`src/rtl/fsdpc_pkg.sv`:
```
// constants for the switch / sleep / discharge protection register bank
// assumes a 100 MHz core clock and AXI4-Lite register access
package fsdpc_pkg;
    // printed register indexes; the byte address is four times the index
    localparam logic [7:0] STATUS_IDX = 8'h01;
    localparam logic [7:0] BALANCE_IDX = 8'h02;
    localparam logic [7:0] ANALOG_IDX = 8'h03;
    localparam logic [7:0] SWITCH_IDX = 8'h04;
    localparam logic [7:0] DISCHG_IDX = 8'h05;
    localparam logic [7:0] TSCALE_IDX = 8'h06;
    localparam int ADDR_W = 8;

    // switch_sleep_control fields
    localparam int SW_FORCE_SLEEP = 7;
    localparam int SW_LOAD_MON = 6;
    localparam int SW_CHARGE = 1;
    localparam int SW_DISCHARGE = 0;
    // discharge_protection_config fields
    localparam int DP_OC_AUTOOFF_DIS = 7;
    localparam int DP_OC_THR_LO = 5;
    localparam int DP_SC_AUTOOFF_DIS = 4;
    localparam int DP_SC_THR_LO = 2;
    localparam int DP_OC_TIME_LO = 0;
    // time-scale register fields
    localparam int TS_CHG_AUTOOFF_DIS = 7;
    localparam int TS_DISCH_DIVIDER = 2;
    // status fields
    localparam int ST_DOC = 1;
    localparam int ST_SCD = 2;
    localparam int ST_THERMAL_DIS = 0;
    // balance bits sit in 6:1, analog select in 3:0
    localparam int BAL_LO = 1;
    localparam int BAL_N = 6;
    localparam int AN_N = 4;

    localparam logic [7:0] DISCHG_RST = 8'h00;
    localparam logic [7:0] SWITCH_RST = 8'h00;
    localparam logic [7:0] TSCALE_RST = 8'h00;

    // discharge overcurrent time-out base (code 00, divider clear)
    localparam int CLK_MHZ = 100;
    localparam int OC_BASE_MS = 160;
    localparam int OC_BASE_CYC = OC_BASE_MS * 1000 * CLK_MHZ;
    localparam int DIV_SHIFT = 6;

    localparam logic [1:0] RESP_OKAY = 2'b00;
    localparam logic [1:0] RESP_SLVERR = 2'b10;

    typedef enum logic {FSDPC_AWAKE, FSDPC_ASLEEP} fsdpc_pwr_t;
endpackage : fsdpc_pkg

```
`src/rtl/fsdpc_top.sv`:
```
// switch control, forced sleep and discharge protection register bank
// assumes AXI4-Lite from the host and synchronous detector inputs
//
// Operation
// - writing force-sleep one enters sleep, drops FETs, balance and regulator
// - sleep entry clears switch enables and balance bits, keeps analog select
// - force-sleep bit returns to zero when the device wakes
// - sleep starts only on a zero-to-one change of force-sleep
// - load monitor bit turns the load-voltage monitor on or off
// - switch-control bits 5 to 2 are reserved and do nothing
// - charge switch bit drives the charge FET
// - charge overcurrent clears charge switch unless its auto-off is disabled
// - over-temperature clears both switches unless thermal shutdown is disabled
// - discharge switch bit drives the discharge FET
// - discharge overcurrent or short clears discharge switch unless disabled
// - discharge overcurrent auto-off disable bit blocks the automatic switch-off
// - discharge overcurrent always sets its flag, flag powers temperature sensor
// - bits 6:5 select overcurrent threshold 0.10V to 0.16V
// - short-circuit auto-off disable bit blocks the automatic switch-off
// - short-circuit always sets its flag, flag powers temperature sensor
// - bits 3:2 select short-circuit threshold 0.20V to 1.20V
// - bits 1:0 select overcurrent time-out 160ms to 1280ms
// - divider bit divides the overcurrent time-out by 64
// - overcurrent flag clears on status read once the condition is gone
//
// The AXI4-Lite slave port was chosen for this implementation.
`timescale 1ns/100ps
module fsdpc_top
    import fsdpc_pkg::*;
#(
    parameter int OC_BASE_CYCLES = OC_BASE_CYC
) (
    input wire logic clk_i,
    input wire logic rst_i,
    input wire logic [ADDR_W-1:0] s_axi_awaddr_i,
    input wire logic s_axi_awvalid_i,
    output logic s_axi_awready_o,
    input wire logic [31:0] s_axi_wdata_i,
    input wire logic [3:0] s_axi_wstrb_i,
    input wire logic s_axi_wvalid_i,
    output logic s_axi_wready_o,
    output logic [1:0] s_axi_bresp_o,
    output logic s_axi_bvalid_o,
    input wire logic s_axi_bready_i,
    input wire logic [ADDR_W-1:0] s_axi_araddr_i,
    input wire logic s_axi_arvalid_i,
    output logic s_axi_arready_o,
    output logic [31:0] s_axi_rdata_o,
    output logic [1:0] s_axi_rresp_o,
    output logic s_axi_rvalid_o,
    input wire logic s_axi_rready_i,
    input wire logic oc_detect_i,
    input wire logic short_detect_i,
    input wire logic charge_oc_i,
    input wire logic ext_overtemp_i,
    input wire logic int_overtemp_i,
    input wire logic wake_i,
    output logic charge_fet_o,
    output logic discharge_fet_o,
    output logic [BAL_N-1:0] balance_o,
    output logic [AN_N-1:0] analog_out_select_o,
    output logic regulator_en_o,
    output logic load_voltage_monitor_o,
    output logic [1:0] oc_threshold_sel_o,
    output logic [1:0] short_threshold_sel_o,
    output logic temp_sensor_supply_out_o,
    output logic sleep_o
);
    fsdpc_pwr_t pwr_q;
    logic force_sleep_q, load_monitor_enable_q, charge_switch_enable_q, discharge_switch_enable_q;
    logic [BAL_N-1:0] balance_switch_bits_q;
    logic [AN_N-1:0] analog_out_select_q;
    logic [7:0] dischg_cfg_q;
    logic charge_oc_autooff_disable_q, discharge_delay_divider_q, thermal_shutdown_disable_q;
    logic discharge_overcurrent_flag_q, short_circuit_flag_q;
    logic [31:0] oc_cnt_q, oc_limit;
    logic oc_fired_q, oc_trip, short_q, short_trip;

    logic aw_hold_q, w_hold_q;
    logic [ADDR_W-1:0] awaddr_q;
    logic [31:0] wdata_q;
    logic [3:0] wstrb_q;
    logic do_write, wr_lane0, rd_take, sleep_start, wake_now, overtemp;
    logic [ADDR_W-3:0] widx, ridx;
    logic [7:0] rd_byte;
    logic rd_hit;

    // write address and data are taken independently, then applied together
    assign do_write = aw_hold_q && w_hold_q && !s_axi_bvalid_o;
    assign widx = awaddr_q[ADDR_W-1:2];
    assign ridx = s_axi_araddr_i[ADDR_W-1:2];
    assign wr_lane0 = do_write && wstrb_q[0];
    assign rd_take = s_axi_arvalid_i && s_axi_arready_o;
    assign wake_now = (pwr_q == FSDPC_ASLEEP) && wake_i;
    assign overtemp = ext_overtemp_i || int_overtemp_i;

    assign sleep_start = wr_lane0 && (widx == SWITCH_IDX[ADDR_W-3:0]) && wdata_q[SW_FORCE_SLEEP]
        && !force_sleep_q && (pwr_q == FSDPC_AWAKE);

    always_ff @(posedge clk_i) begin
        if (rst_i) begin
            s_axi_awready_o <= 1'b1;
            aw_hold_q <= 1'b0;
            awaddr_q <= '0;
        end else if (s_axi_awvalid_i && s_axi_awready_o) begin
            s_axi_awready_o <= 1'b0;
            aw_hold_q <= 1'b1;
            awaddr_q <= s_axi_awaddr_i;
        end else if (do_write) begin
            aw_hold_q <= 1'b0;
        end else if (s_axi_bvalid_o && s_axi_bready_i) begin
            s_axi_awready_o <= 1'b1;
        end
    end

    always_ff @(posedge clk_i) begin
        if (rst_i) begin
            s_axi_wready_o <= 1'b1;
            w_hold_q <= 1'b0;
            wdata_q <= '0;
            wstrb_q <= '0;
        end else if (s_axi_wvalid_i && s_axi_wready_o) begin
            s_axi_wready_o <= 1'b0;
            w_hold_q <= 1'b1;
            wdata_q <= s_axi_wdata_i;
            wstrb_q <= s_axi_wstrb_i;
        end else if (do_write) begin
            w_hold_q <= 1'b0;
        end else if (s_axi_bvalid_o && s_axi_bready_i) begin
            s_axi_wready_o <= 1'b1;
        end
    end

    always_ff @(posedge clk_i) begin
        if (rst_i) begin
            s_axi_bvalid_o <= 1'b0;
            s_axi_bresp_o <= RESP_OKAY;
        end else if (do_write) begin
            s_axi_bvalid_o <= 1'b1;
            s_axi_bresp_o <= (widx == BALANCE_IDX[ADDR_W-3:0] || widx == ANALOG_IDX[ADDR_W-3:0]
                || widx == SWITCH_IDX[ADDR_W-3:0] || widx == DISCHG_IDX[ADDR_W-3:0]
                || widx == TSCALE_IDX[ADDR_W-3:0] || widx == STATUS_IDX[ADDR_W-3:0])
                ? RESP_OKAY : RESP_SLVERR;
        end else if (s_axi_bready_i) begin
            s_axi_bvalid_o <= 1'b0;
        end
    end

    always_comb begin
        rd_hit = 1'b1;
        rd_byte = 8'h00;
        unique case (ridx)
            STATUS_IDX[ADDR_W-3:0]: rd_byte = {5'h00, short_circuit_flag_q, discharge_overcurrent_flag_q,
                                              thermal_shutdown_disable_q};
            BALANCE_IDX[ADDR_W-3:0]: rd_byte = {1'b0, balance_switch_bits_q, 1'b0};
            ANALOG_IDX[ADDR_W-3:0]: rd_byte = {4'h0, analog_out_select_q};
            SWITCH_IDX[ADDR_W-3:0]: rd_byte = {force_sleep_q, load_monitor_enable_q, 4'h0,
                                              charge_switch_enable_q, discharge_switch_enable_q};
            DISCHG_IDX[ADDR_W-3:0]: rd_byte = dischg_cfg_q;
            TSCALE_IDX[ADDR_W-3:0]: rd_byte = {charge_oc_autooff_disable_q, 4'h0,
                                              discharge_delay_divider_q, 2'b00};
            default: rd_hit = 1'b0;
        endcase
    end

    always_ff @(posedge clk_i) begin
        if (rst_i) begin
            s_axi_arready_o <= 1'b1;
            s_axi_rvalid_o <= 1'b0;
            s_axi_rdata_o <= '0;
            s_axi_rresp_o <= RESP_OKAY;
        end else if (rd_take) begin
            s_axi_arready_o <= 1'b0;
            s_axi_rvalid_o <= 1'b1;
            s_axi_rdata_o <= {24'h00_0000, rd_byte};
            s_axi_rresp_o <= rd_hit ? RESP_OKAY : RESP_SLVERR;
        end else if (s_axi_rvalid_o && s_axi_rready_i) begin
            s_axi_arready_o <= 1'b1;
            s_axi_rvalid_o <= 1'b0;
        end
    end

    // power state; regulator drops while asleep
    always_ff @(posedge clk_i) begin
        if (rst_i) begin
            pwr_q <= FSDPC_AWAKE;
        end else if (sleep_start) begin
            pwr_q <= FSDPC_ASLEEP;
        end else if (wake_now) begin
            pwr_q <= FSDPC_AWAKE;
        end
    end

    always_ff @(posedge clk_i) begin
        if (rst_i) begin
            force_sleep_q <= 1'b0;
        end else if (wake_now) begin
            force_sleep_q <= 1'b0;
        end else if (wr_lane0 && widx == SWITCH_IDX[ADDR_W-3:0]) begin
            force_sleep_q <= wdata_q[SW_FORCE_SLEEP];
        end
    end

    always_ff @(posedge clk_i) begin
        if (rst_i) begin
            load_monitor_enable_q <= SWITCH_RST[SW_LOAD_MON];
        end else if (wr_lane0 && widx == SWITCH_IDX[ADDR_W-3:0]) begin
            load_monitor_enable_q <= wdata_q[SW_LOAD_MON];
        end
    end

    // protective clears override a host write in the same cycle
    always_ff @(posedge clk_i) begin
        if (rst_i) begin
            charge_switch_enable_q <= SWITCH_RST[SW_CHARGE];
        end else if (sleep_start) begin
            charge_switch_enable_q <= 1'b0;
        end else if (charge_oc_i && !charge_oc_autooff_disable_q) begin
            charge_switch_enable_q <= 1'b0;
        end else if (overtemp && !thermal_shutdown_disable_q) begin
            charge_switch_enable_q <= 1'b0;
        end else if (wr_lane0 && widx == SWITCH_IDX[ADDR_W-3:0]) begin
            charge_switch_enable_q <= wdata_q[SW_CHARGE];
        end
    end

    always_ff @(posedge clk_i) begin
        if (rst_i) begin
            discharge_switch_enable_q <= SWITCH_RST[SW_DISCHARGE];
        end else if (sleep_start) begin
            discharge_switch_enable_q <= 1'b0;
        end else if ((oc_trip && !dischg_cfg_q[DP_OC_AUTOOFF_DIS])
                     || (short_trip && !dischg_cfg_q[DP_SC_AUTOOFF_DIS])) begin
            discharge_switch_enable_q <= 1'b0;
        end else if (overtemp && !thermal_shutdown_disable_q) begin
            discharge_switch_enable_q <= 1'b0;
        end else if (wr_lane0 && widx == SWITCH_IDX[ADDR_W-3:0]) begin
            discharge_switch_enable_q <= wdata_q[SW_DISCHARGE];
        end
    end

    // balance cleared by sleep, analog select untouched
    always_ff @(posedge clk_i) begin
        if (rst_i) begin
            balance_switch_bits_q <= '0;
        end else if (sleep_start) begin
            balance_switch_bits_q <= '0;
        end else if (wr_lane0 && widx == BALANCE_IDX[ADDR_W-3:0]) begin
            balance_switch_bits_q <= wdata_q[BAL_LO +: BAL_N];
        end
    end

    always_ff @(posedge clk_i) begin
        if (rst_i) begin
            analog_out_select_q <= '0;
        end else if (wr_lane0 && widx == ANALOG_IDX[ADDR_W-3:0]) begin
            analog_out_select_q <= wdata_q[AN_N-1:0];
        end
    end

    // overcurrent and short-circuit auto-off disables held with thresholds and time-out
    always_ff @(posedge clk_i) begin
        if (rst_i) begin
            dischg_cfg_q <= DISCHG_RST;
        end else if (wr_lane0 && widx == DISCHG_IDX[ADDR_W-3:0]) begin
            dischg_cfg_q <= wdata_q[7:0];
        end
    end

    always_ff @(posedge clk_i) begin
        if (rst_i) begin
            charge_oc_autooff_disable_q <= TSCALE_RST[TS_CHG_AUTOOFF_DIS];
            discharge_delay_divider_q <= TSCALE_RST[TS_DISCH_DIVIDER];
        end else if (wr_lane0 && widx == TSCALE_IDX[ADDR_W-3:0]) begin
            charge_oc_autooff_disable_q <= wdata_q[TS_CHG_AUTOOFF_DIS];
            discharge_delay_divider_q <= wdata_q[TS_DISCH_DIVIDER];
        end
    end

    always_ff @(posedge clk_i) begin
        if (rst_i) begin
            thermal_shutdown_disable_q <= 1'b0;
        end else if (wr_lane0 && widx == STATUS_IDX[ADDR_W-3:0]) begin
            thermal_shutdown_disable_q <= wdata_q[ST_THERMAL_DIS];
        end
    end

    // time-out is base doubled per code, optionally over 64
    assign oc_limit = discharge_delay_divider_q
        ? ((32'(OC_BASE_CYCLES) << dischg_cfg_q[DP_OC_TIME_LO +: 2]) >> DIV_SHIFT)
        : (32'(OC_BASE_CYCLES) << dischg_cfg_q[DP_OC_TIME_LO +: 2]);
    assign oc_trip = oc_detect_i && !oc_fired_q && (oc_cnt_q >= oc_limit - 32'd1);

    // counter restarts whenever the condition drops
    always_ff @(posedge clk_i) begin
        if (rst_i || !oc_detect_i) begin
            oc_cnt_q <= '0;
            oc_fired_q <= 1'b0;
        end else if (oc_trip) begin
            oc_fired_q <= 1'b1;
        end else if (!oc_fired_q) begin
            oc_cnt_q <= oc_cnt_q + 32'd1;
        end
    end

    // short detector is already delay-qualified; act on its leading edge
    assign short_trip = short_detect_i && !short_q;
    always_ff @(posedge clk_i) begin
        if (rst_i) begin
            short_q <= 1'b0;
        end else begin
            short_q <= short_detect_i;
        end
    end

    always_ff @(posedge clk_i) begin
        if (rst_i) begin
            discharge_overcurrent_flag_q <= 1'b0;
        end else if (oc_trip) begin
            discharge_overcurrent_flag_q <= 1'b1;
        end else if (rd_take && ridx == STATUS_IDX[ADDR_W-3:0] && !oc_detect_i) begin
            discharge_overcurrent_flag_q <= 1'b0;
        end
    end

    // short flag, cleared the same way
    always_ff @(posedge clk_i) begin
        if (rst_i) begin
            short_circuit_flag_q <= 1'b0;
        end else if (short_trip) begin
            short_circuit_flag_q <= 1'b1;
        end else if (rd_take && ridx == STATUS_IDX[ADDR_W-3:0] && !short_detect_i) begin
            short_circuit_flag_q <= 1'b0;
        end
    end

    // outputs registered from the state above
    always_ff @(posedge clk_i) begin
        if (rst_i) begin
            charge_fet_o <= 1'b0;
            discharge_fet_o <= 1'b0;
            balance_o <= '0;
            analog_out_select_o <= '0;
            regulator_en_o <= 1'b1;
            load_voltage_monitor_o <= 1'b0;
            oc_threshold_sel_o <= 2'b00;
            short_threshold_sel_o <= 2'b00;
            temp_sensor_supply_out_o <= 1'b0;
            sleep_o <= 1'b0;
        end else begin
            charge_fet_o <= charge_switch_enable_q && pwr_q == FSDPC_AWAKE;
            discharge_fet_o <= discharge_switch_enable_q && pwr_q == FSDPC_AWAKE;
            balance_o <= (pwr_q == FSDPC_AWAKE) ? balance_switch_bits_q : '0;
            analog_out_select_o <= analog_out_select_q;
            regulator_en_o <= pwr_q == FSDPC_AWAKE;
            load_voltage_monitor_o <= load_monitor_enable_q;
            oc_threshold_sel_o <= dischg_cfg_q[DP_OC_THR_LO +: 2];
            short_threshold_sel_o <= dischg_cfg_q[DP_SC_THR_LO +: 2];
            temp_sensor_supply_out_o <= discharge_overcurrent_flag_q || short_circuit_flag_q;
            sleep_o <= pwr_q == FSDPC_ASLEEP;
        end
    end
endmodule : fsdpc_top

```
`config.mk`:
```
export PLATFORM = sky130hd
export DESIGN_NAME = fsdpc_top
export DESIGN_NICKNAME = d
export VERILOG_FILES = /design/src/rtl/fsdpc_pkg.sv /design/src/rtl/fsdpc_top.sv
export SDC_FILE = /design/constraint.sdc
export NUM_CORES = 1
export LEC_CHECK = 0
export BUFFER_PORTS_ARGS = -buffer_cell sky130_fd_sc_hd__buf_2
export CAP_MARGIN = 10
export CORE_ASPECT_RATIO = 1.25
export CORE_UTILIZATION = 30
export DETAILED_ROUTE_END_ITERATION = 10
export GPL_TIMING_DRIVEN = 0
export RECOVER_POWER = 50
export SYNTH_ARGS = -nofsm -noshare
export SYNTH_HDL_FRONTEND = slang
export SYNTH_SLANG_ARGS = --single-unit
export TNS_END_PERCENT = 100
```
`constraint.sdc`:
```
create_clock -name clk_i -period 11.6 [get_ports clk_i]
set_input_delay 0.58 -clock clk_i [delete_from_list [all_inputs] [get_ports clk_i]]
set_output_delay 0.58 -clock clk_i [all_outputs]
set_load 0.03 [all_outputs]
```
Yosys cells after proc, flatten, opt, wreduce, memory -nomap -nowiden --
Cells that the tools add are included. Widths: inputs -> output; s select.
Cells by class: $add $sub $neg 2, reductions and logical operators 67, bitwise logic cells 3, $lt $le $gt $ge 1, equality and inequality tests 14, shift-type cells 1, multiplexer cells 24
Operators by type and width (number):
- $pmux 8 s6 | 1
- $eq 6x3->1 const B | 6
- $add 32x1->32 const B | 1
- $ge 32x32->1 | 1
- $mux 32 | 1
- $shl 24x2->32 const A | 1
- $sub 32x1->32 const B | 1
- $logic_and 1x1->1 | 30
- $eq 6x2->1 const B | 4
- $mux 1 | 20
- $reduce_bool 2->1 | 9
- $eq 6x1->1 const B | 2
- $logic_not 1->1 | 10
- $logic_or 1x1->1 | 9
- $reduce_or 4->1 | 2
- $reduce_and 2->1 | 3
- $reduce_or 2->1 | 3
- $reduce_or 6->1 | 1
- $mux 2 | 2
- $ne 2x1->1 const B | 2
- $not 1->1 | 3
Storage, ports and cells: bits in registers 118, logic and storage cells 151, output and inout port bits 61, bits of input ports 65

Logic depth before layout (Yosys ltp) --
depth in word-level cells 8, mapped depth 21, gate-level depth less buffers 16

Least setup slack after synthesis --
No wires, ideal clock.
path type reg-to-reg, start point register dischg_cfg_q[1], end point register oc_cnt_q[10], required time 11.465 ns, path buffers 4, path slack 6.752 ns, library setup time 0.135 ns, arrival 4.713 ns, clock period less this slack 4.848 ns, stages on the path, launching flop included 21, cell sequence dfxtp_1 -> clkbuf_1 -> inv_1 -> ha_1 -> or3_1 -> a21oi_1 -> a21boi_1 -> o32a_1 -> or3_1 -> a221oi_1 -> ha_1 -> a21oi_2 -> o21ai_1 -> a221oi_2 -> o22ai_2 -> or2_1 -> buf_6 -> buf_6 -> buf_2 -> o311ai_0 -> o41ai_1
On the way: cells in the longest elaborated chain, start to end 7
Ends and longest elaborated chain:
- start, declared | RTL line fsdpc_top.sv:73 | logic [7:0] dischg_cfg_q;
- start signal, assigned | RTL line fsdpc_top.sv:266 | dischg_cfg_q <= wdata_q[7:0];
- $shl 24x2->32 | RTL line fsdpc_top.sv:290, fsdpc_top.sv:291
- $mux 32 | RTL line fsdpc_top.sv:290 | ? ((32'(OC_BASE_CYCLES) << dischg_cfg_q[DP_OC_TIME_LO +: 2]) >> DIV_SHIFT)
- $sub 32x1->32 | RTL line fsdpc_top.sv:292 | assign oc_trip = oc_detect_i && !oc_fired_q && (oc_cnt_q >= oc_limit - 32'd1);
- $ge 32x32->1 | RTL line fsdpc_top.sv:292
- $logic_and 1x1->1 | RTL line fsdpc_top.sv:292
- $not 1->1 (no source line)
- $reduce_and 2->1 (no source line)
- end signal, assigned | RTL line fsdpc_top.sv:302 | oc_cnt_q <= oc_cnt_q + 32'd1;
- end, declared | RTL line fsdpc_top.sv:76 | logic [31:0] oc_cnt_q, oc_limit;
Every way passes these cells. A chain may end at the register's enable or synchronous reset.

Final worst setup path --
Ends and elaborated chain as after synthesis.

==> flow_summary.ini <==
[die]
start_util_pct = 31.0
core_mm2 = 0.0196
die-area_mm2 = 0.0208
die-width_um = 129
std_cell_rows = 57
ios = 126
die_h_um = 161

[power_and_ir_drop]
power_switching_mw = 0.256
internal_power_mw = 0.750
switching_share_pct = 25.4
pwr-share-seq_pct = 40.2
combPwrFrac_pct = 6.6
ir_drop_mv = 0.0787
p_leak_nw = 2.93
power_density_mw_per_mm2 = 136
clkPwrFrac_pct = 53.2

[global_route]
grt_max_degree = 17
overflow = 0
antenna_found_initial = 0
grt_pass1_wl_mm = 27.4
grt_pass1_vias = 5276
grt_util_all_layers_pct = 17.1

[critical_path]
critical_path.slowest_cell = clkbuf_1
startpoint_type = flop
ff2ff_setup_slack_ns = 5.76
worst_path_largest_cell_delay_ns = 0.47
end_kind = flop
critPathLaunch = dischg_cfg_q[1]
cp_cell_sequence = clkbuf_1 > inv_1 > ha_1 > or3_1 > a21oi_1 > a21boi_1 > o32a_1 > or3_1 > a221oi_1 > ha_1 > a21oi_2 > o21ai_1 > a221oi_2 > o22ai_2 > or2_1 > buf_6 > buf_6 > buf_2 > o311ai_0 > o41ai_1
path_buf_inv = 5
critical_path.top_delay_family = compound AO/OA/AOI/OAI gates
cp.arrival_ns = 6.10
critPathKind = reg -> reg
path_max_fanout = 10
timing.rr.start = dischg_cfg_q[1]
required_ns = 11.87

[sta]
finalSetupViolations = 0
max_freq_ghz = 0.171
fin_crit_sh_pct = 50.3
period_needed_ns = 5.84
rsz0062_at_grt = false
slew_headroom_pct = 41.1
slew_violations = 0
finalHoldViolations = 0
skew_ns = 0.0110
setup_tns_ns = 0
tightestPinTransition_ns = 0.877

[route]
avgViaCountPerCell = 5.00
routed_wl_mm = 17.2
drt-initial-drc-count = 258
ant_nets = 0
first_pass_iters = 5
vias = 5650
wl_per_cell_um = 15.2
drc_errors = 0

[yosys]
synth_edf_count = 0
yosysWarnings = 0
yosys-top-cells-count = dfxtp_1, nand2_1, nor2_1
synth_top_area_share_pct = 37.5
yosysMostFrequentCell = dfxtp_1
syn_area_mm2 = 0.00608
async_flop_share_pct = 0
ys_seq_elements = 114
synth-seq-area-share_pct = 37.5
synthCells = 736
synth_area_leaders = dfxtp_1, ha_1, a21oi_1
syn_area_per_cell_um2 = 8.26
synth_cell_types = 62
synth_area_leader_cell = dfxtp_1
synth_ff_type = dfxtp_1

[clocking]
clock_insertion_delay_worst_skew_ns = 0.41
ctsResizeCount = 0
clk_pin_slew_ns = 0.06
ctsRootBufferMaster = clkbuf_16
htree_levels = 4
tritoncts = built
clock_sinks = 114
cts_buffers = 17
holdBufCountCts = 0
clockBufferDepth = 2
post_cts_buffers = 0

[finish]
area.growth.synth_to_final_pct = 22.1
nets = 954
diodes = 0
n_fill_cell = 2065
drive_gt1_share_pct = 13.1
fin_util_pct = 37.9

[placement]
numPortBuffers = 66
gp_congestion = 0.874
post-dp-hpwl_mm = 12.9

[hold_path]
min_from = wake_i
hold_path_class = in -> reg

[run_status]
status = complete, no violations

[flow_run]
maxCapViolations = 0
cells in the final DEF, fill, tap and decap left out, drive strengths merged, types with 5 or more instances in the layout:
cell and count:
a21oi 68, a22oi 8, and2 11, and3 5
buf 65, clkbuf 84, conb 31, dfxtp 114
ha 37, inv 19, mux2i 25, nand2 85
nand2b 6, nand3 37, nand4 10, nor2 67
nor2b 18, nor3 12, nor4 13, o21a 6
o21ai 33, o31ai 9, or3 17, or4 11
xnor2 11
final cells by class:
type                       count  area (µm²)  area share [%]
tap                          265         332            4.47
clock buffer                  19         453            6.10
timing repair buffer          68         302            4.06
multi-input combinational    574        3500            47.2
clock inverter                13         149            2.01
buffer                        62         347            4.67
sequential                   114        2280            30.7
inverter                      15        56.3           0.758
cells by family after synthesis:
logic type / after synthesis / share of synthesized area, %
xor+xnor: 13 / 1.87
other cells: 2 / 0.124
buf+inv: 77 / 6.63
simple gates: 308 / 25.3
compound gates: 158 / 16.4
mux: 27 / 4.49
flops: 114 / 37.5
fa+ha+maj: 37 / 7.61
routing by layer:
metal	wire, µm	vias to the layer above	global-route usage, %
li1	-	2807	-
met1	6800	2605	18.7
met2	8970	205	31.1
met3	847	33	3.44
met4	571	0	8.29
met5	0	-	0
stage by stage:
stage | hold slack [ns] | setup slack, ns | std cells | power [mW] | instance area (µm²)
floorplan | 0.437 | 6.75 | 765 | 0.459 | 6190
global placement | 0.444 | 5.90 | 1096 | 0.479 | 6850
detailed placement | 0.451 | 5.88 | 1097 | 0.480 | 6860
CTS | 0.353 | 5.84 | 1129 | 1.01 | 7460
global route | 0.350 | 5.49 | 1130 | 1.04 | 7420
finish | 0.358 | 5.76 | 1130 | 1.01 | 7420
registers in the layout, summed over array words and instances, names as in the netlist, 2 cells and up:
| name | flops |
|---|---|
| oc_threshold_sel_o | 2 |
| wdata_q | 8 |
| balance_o | 6 |
| dischg_cfg_q | 8 |
| oc_cnt_q | 32 |
| analog_out_select_q | 4 |
| s_axi_rdata_o | 8 |
| balance_switch_bits_q | 6 |
| analog_out_select_o | 4 |
| awaddr_q | 6 |
| short_threshold_sel_o | 2 |
final timing paths:
kind,end,cells after the start
hold / removal,force_sleep_q,2
hold reg to reg,wstrb_q[0],2
setup reg to reg,oc_cnt_q[10],20
setup / recovery,oc_cnt_q[10],20
power groups by stage:
stage / logic (mW) / registers (mW) / clock network [mW]
after floorplan: 0.0442 / 0.415 / 0
after global placement: 0.0665 / 0.413 / 0
after detailed placement: 0.0669 / 0.413 / 0
after CTS: 0.0670 / 0.404 / 0.541
after global routing: 0.0734 / 0.405 / 0.562
final: 0.0667 / 0.405 / 0.535
Power figures use the tool's default switching activity.
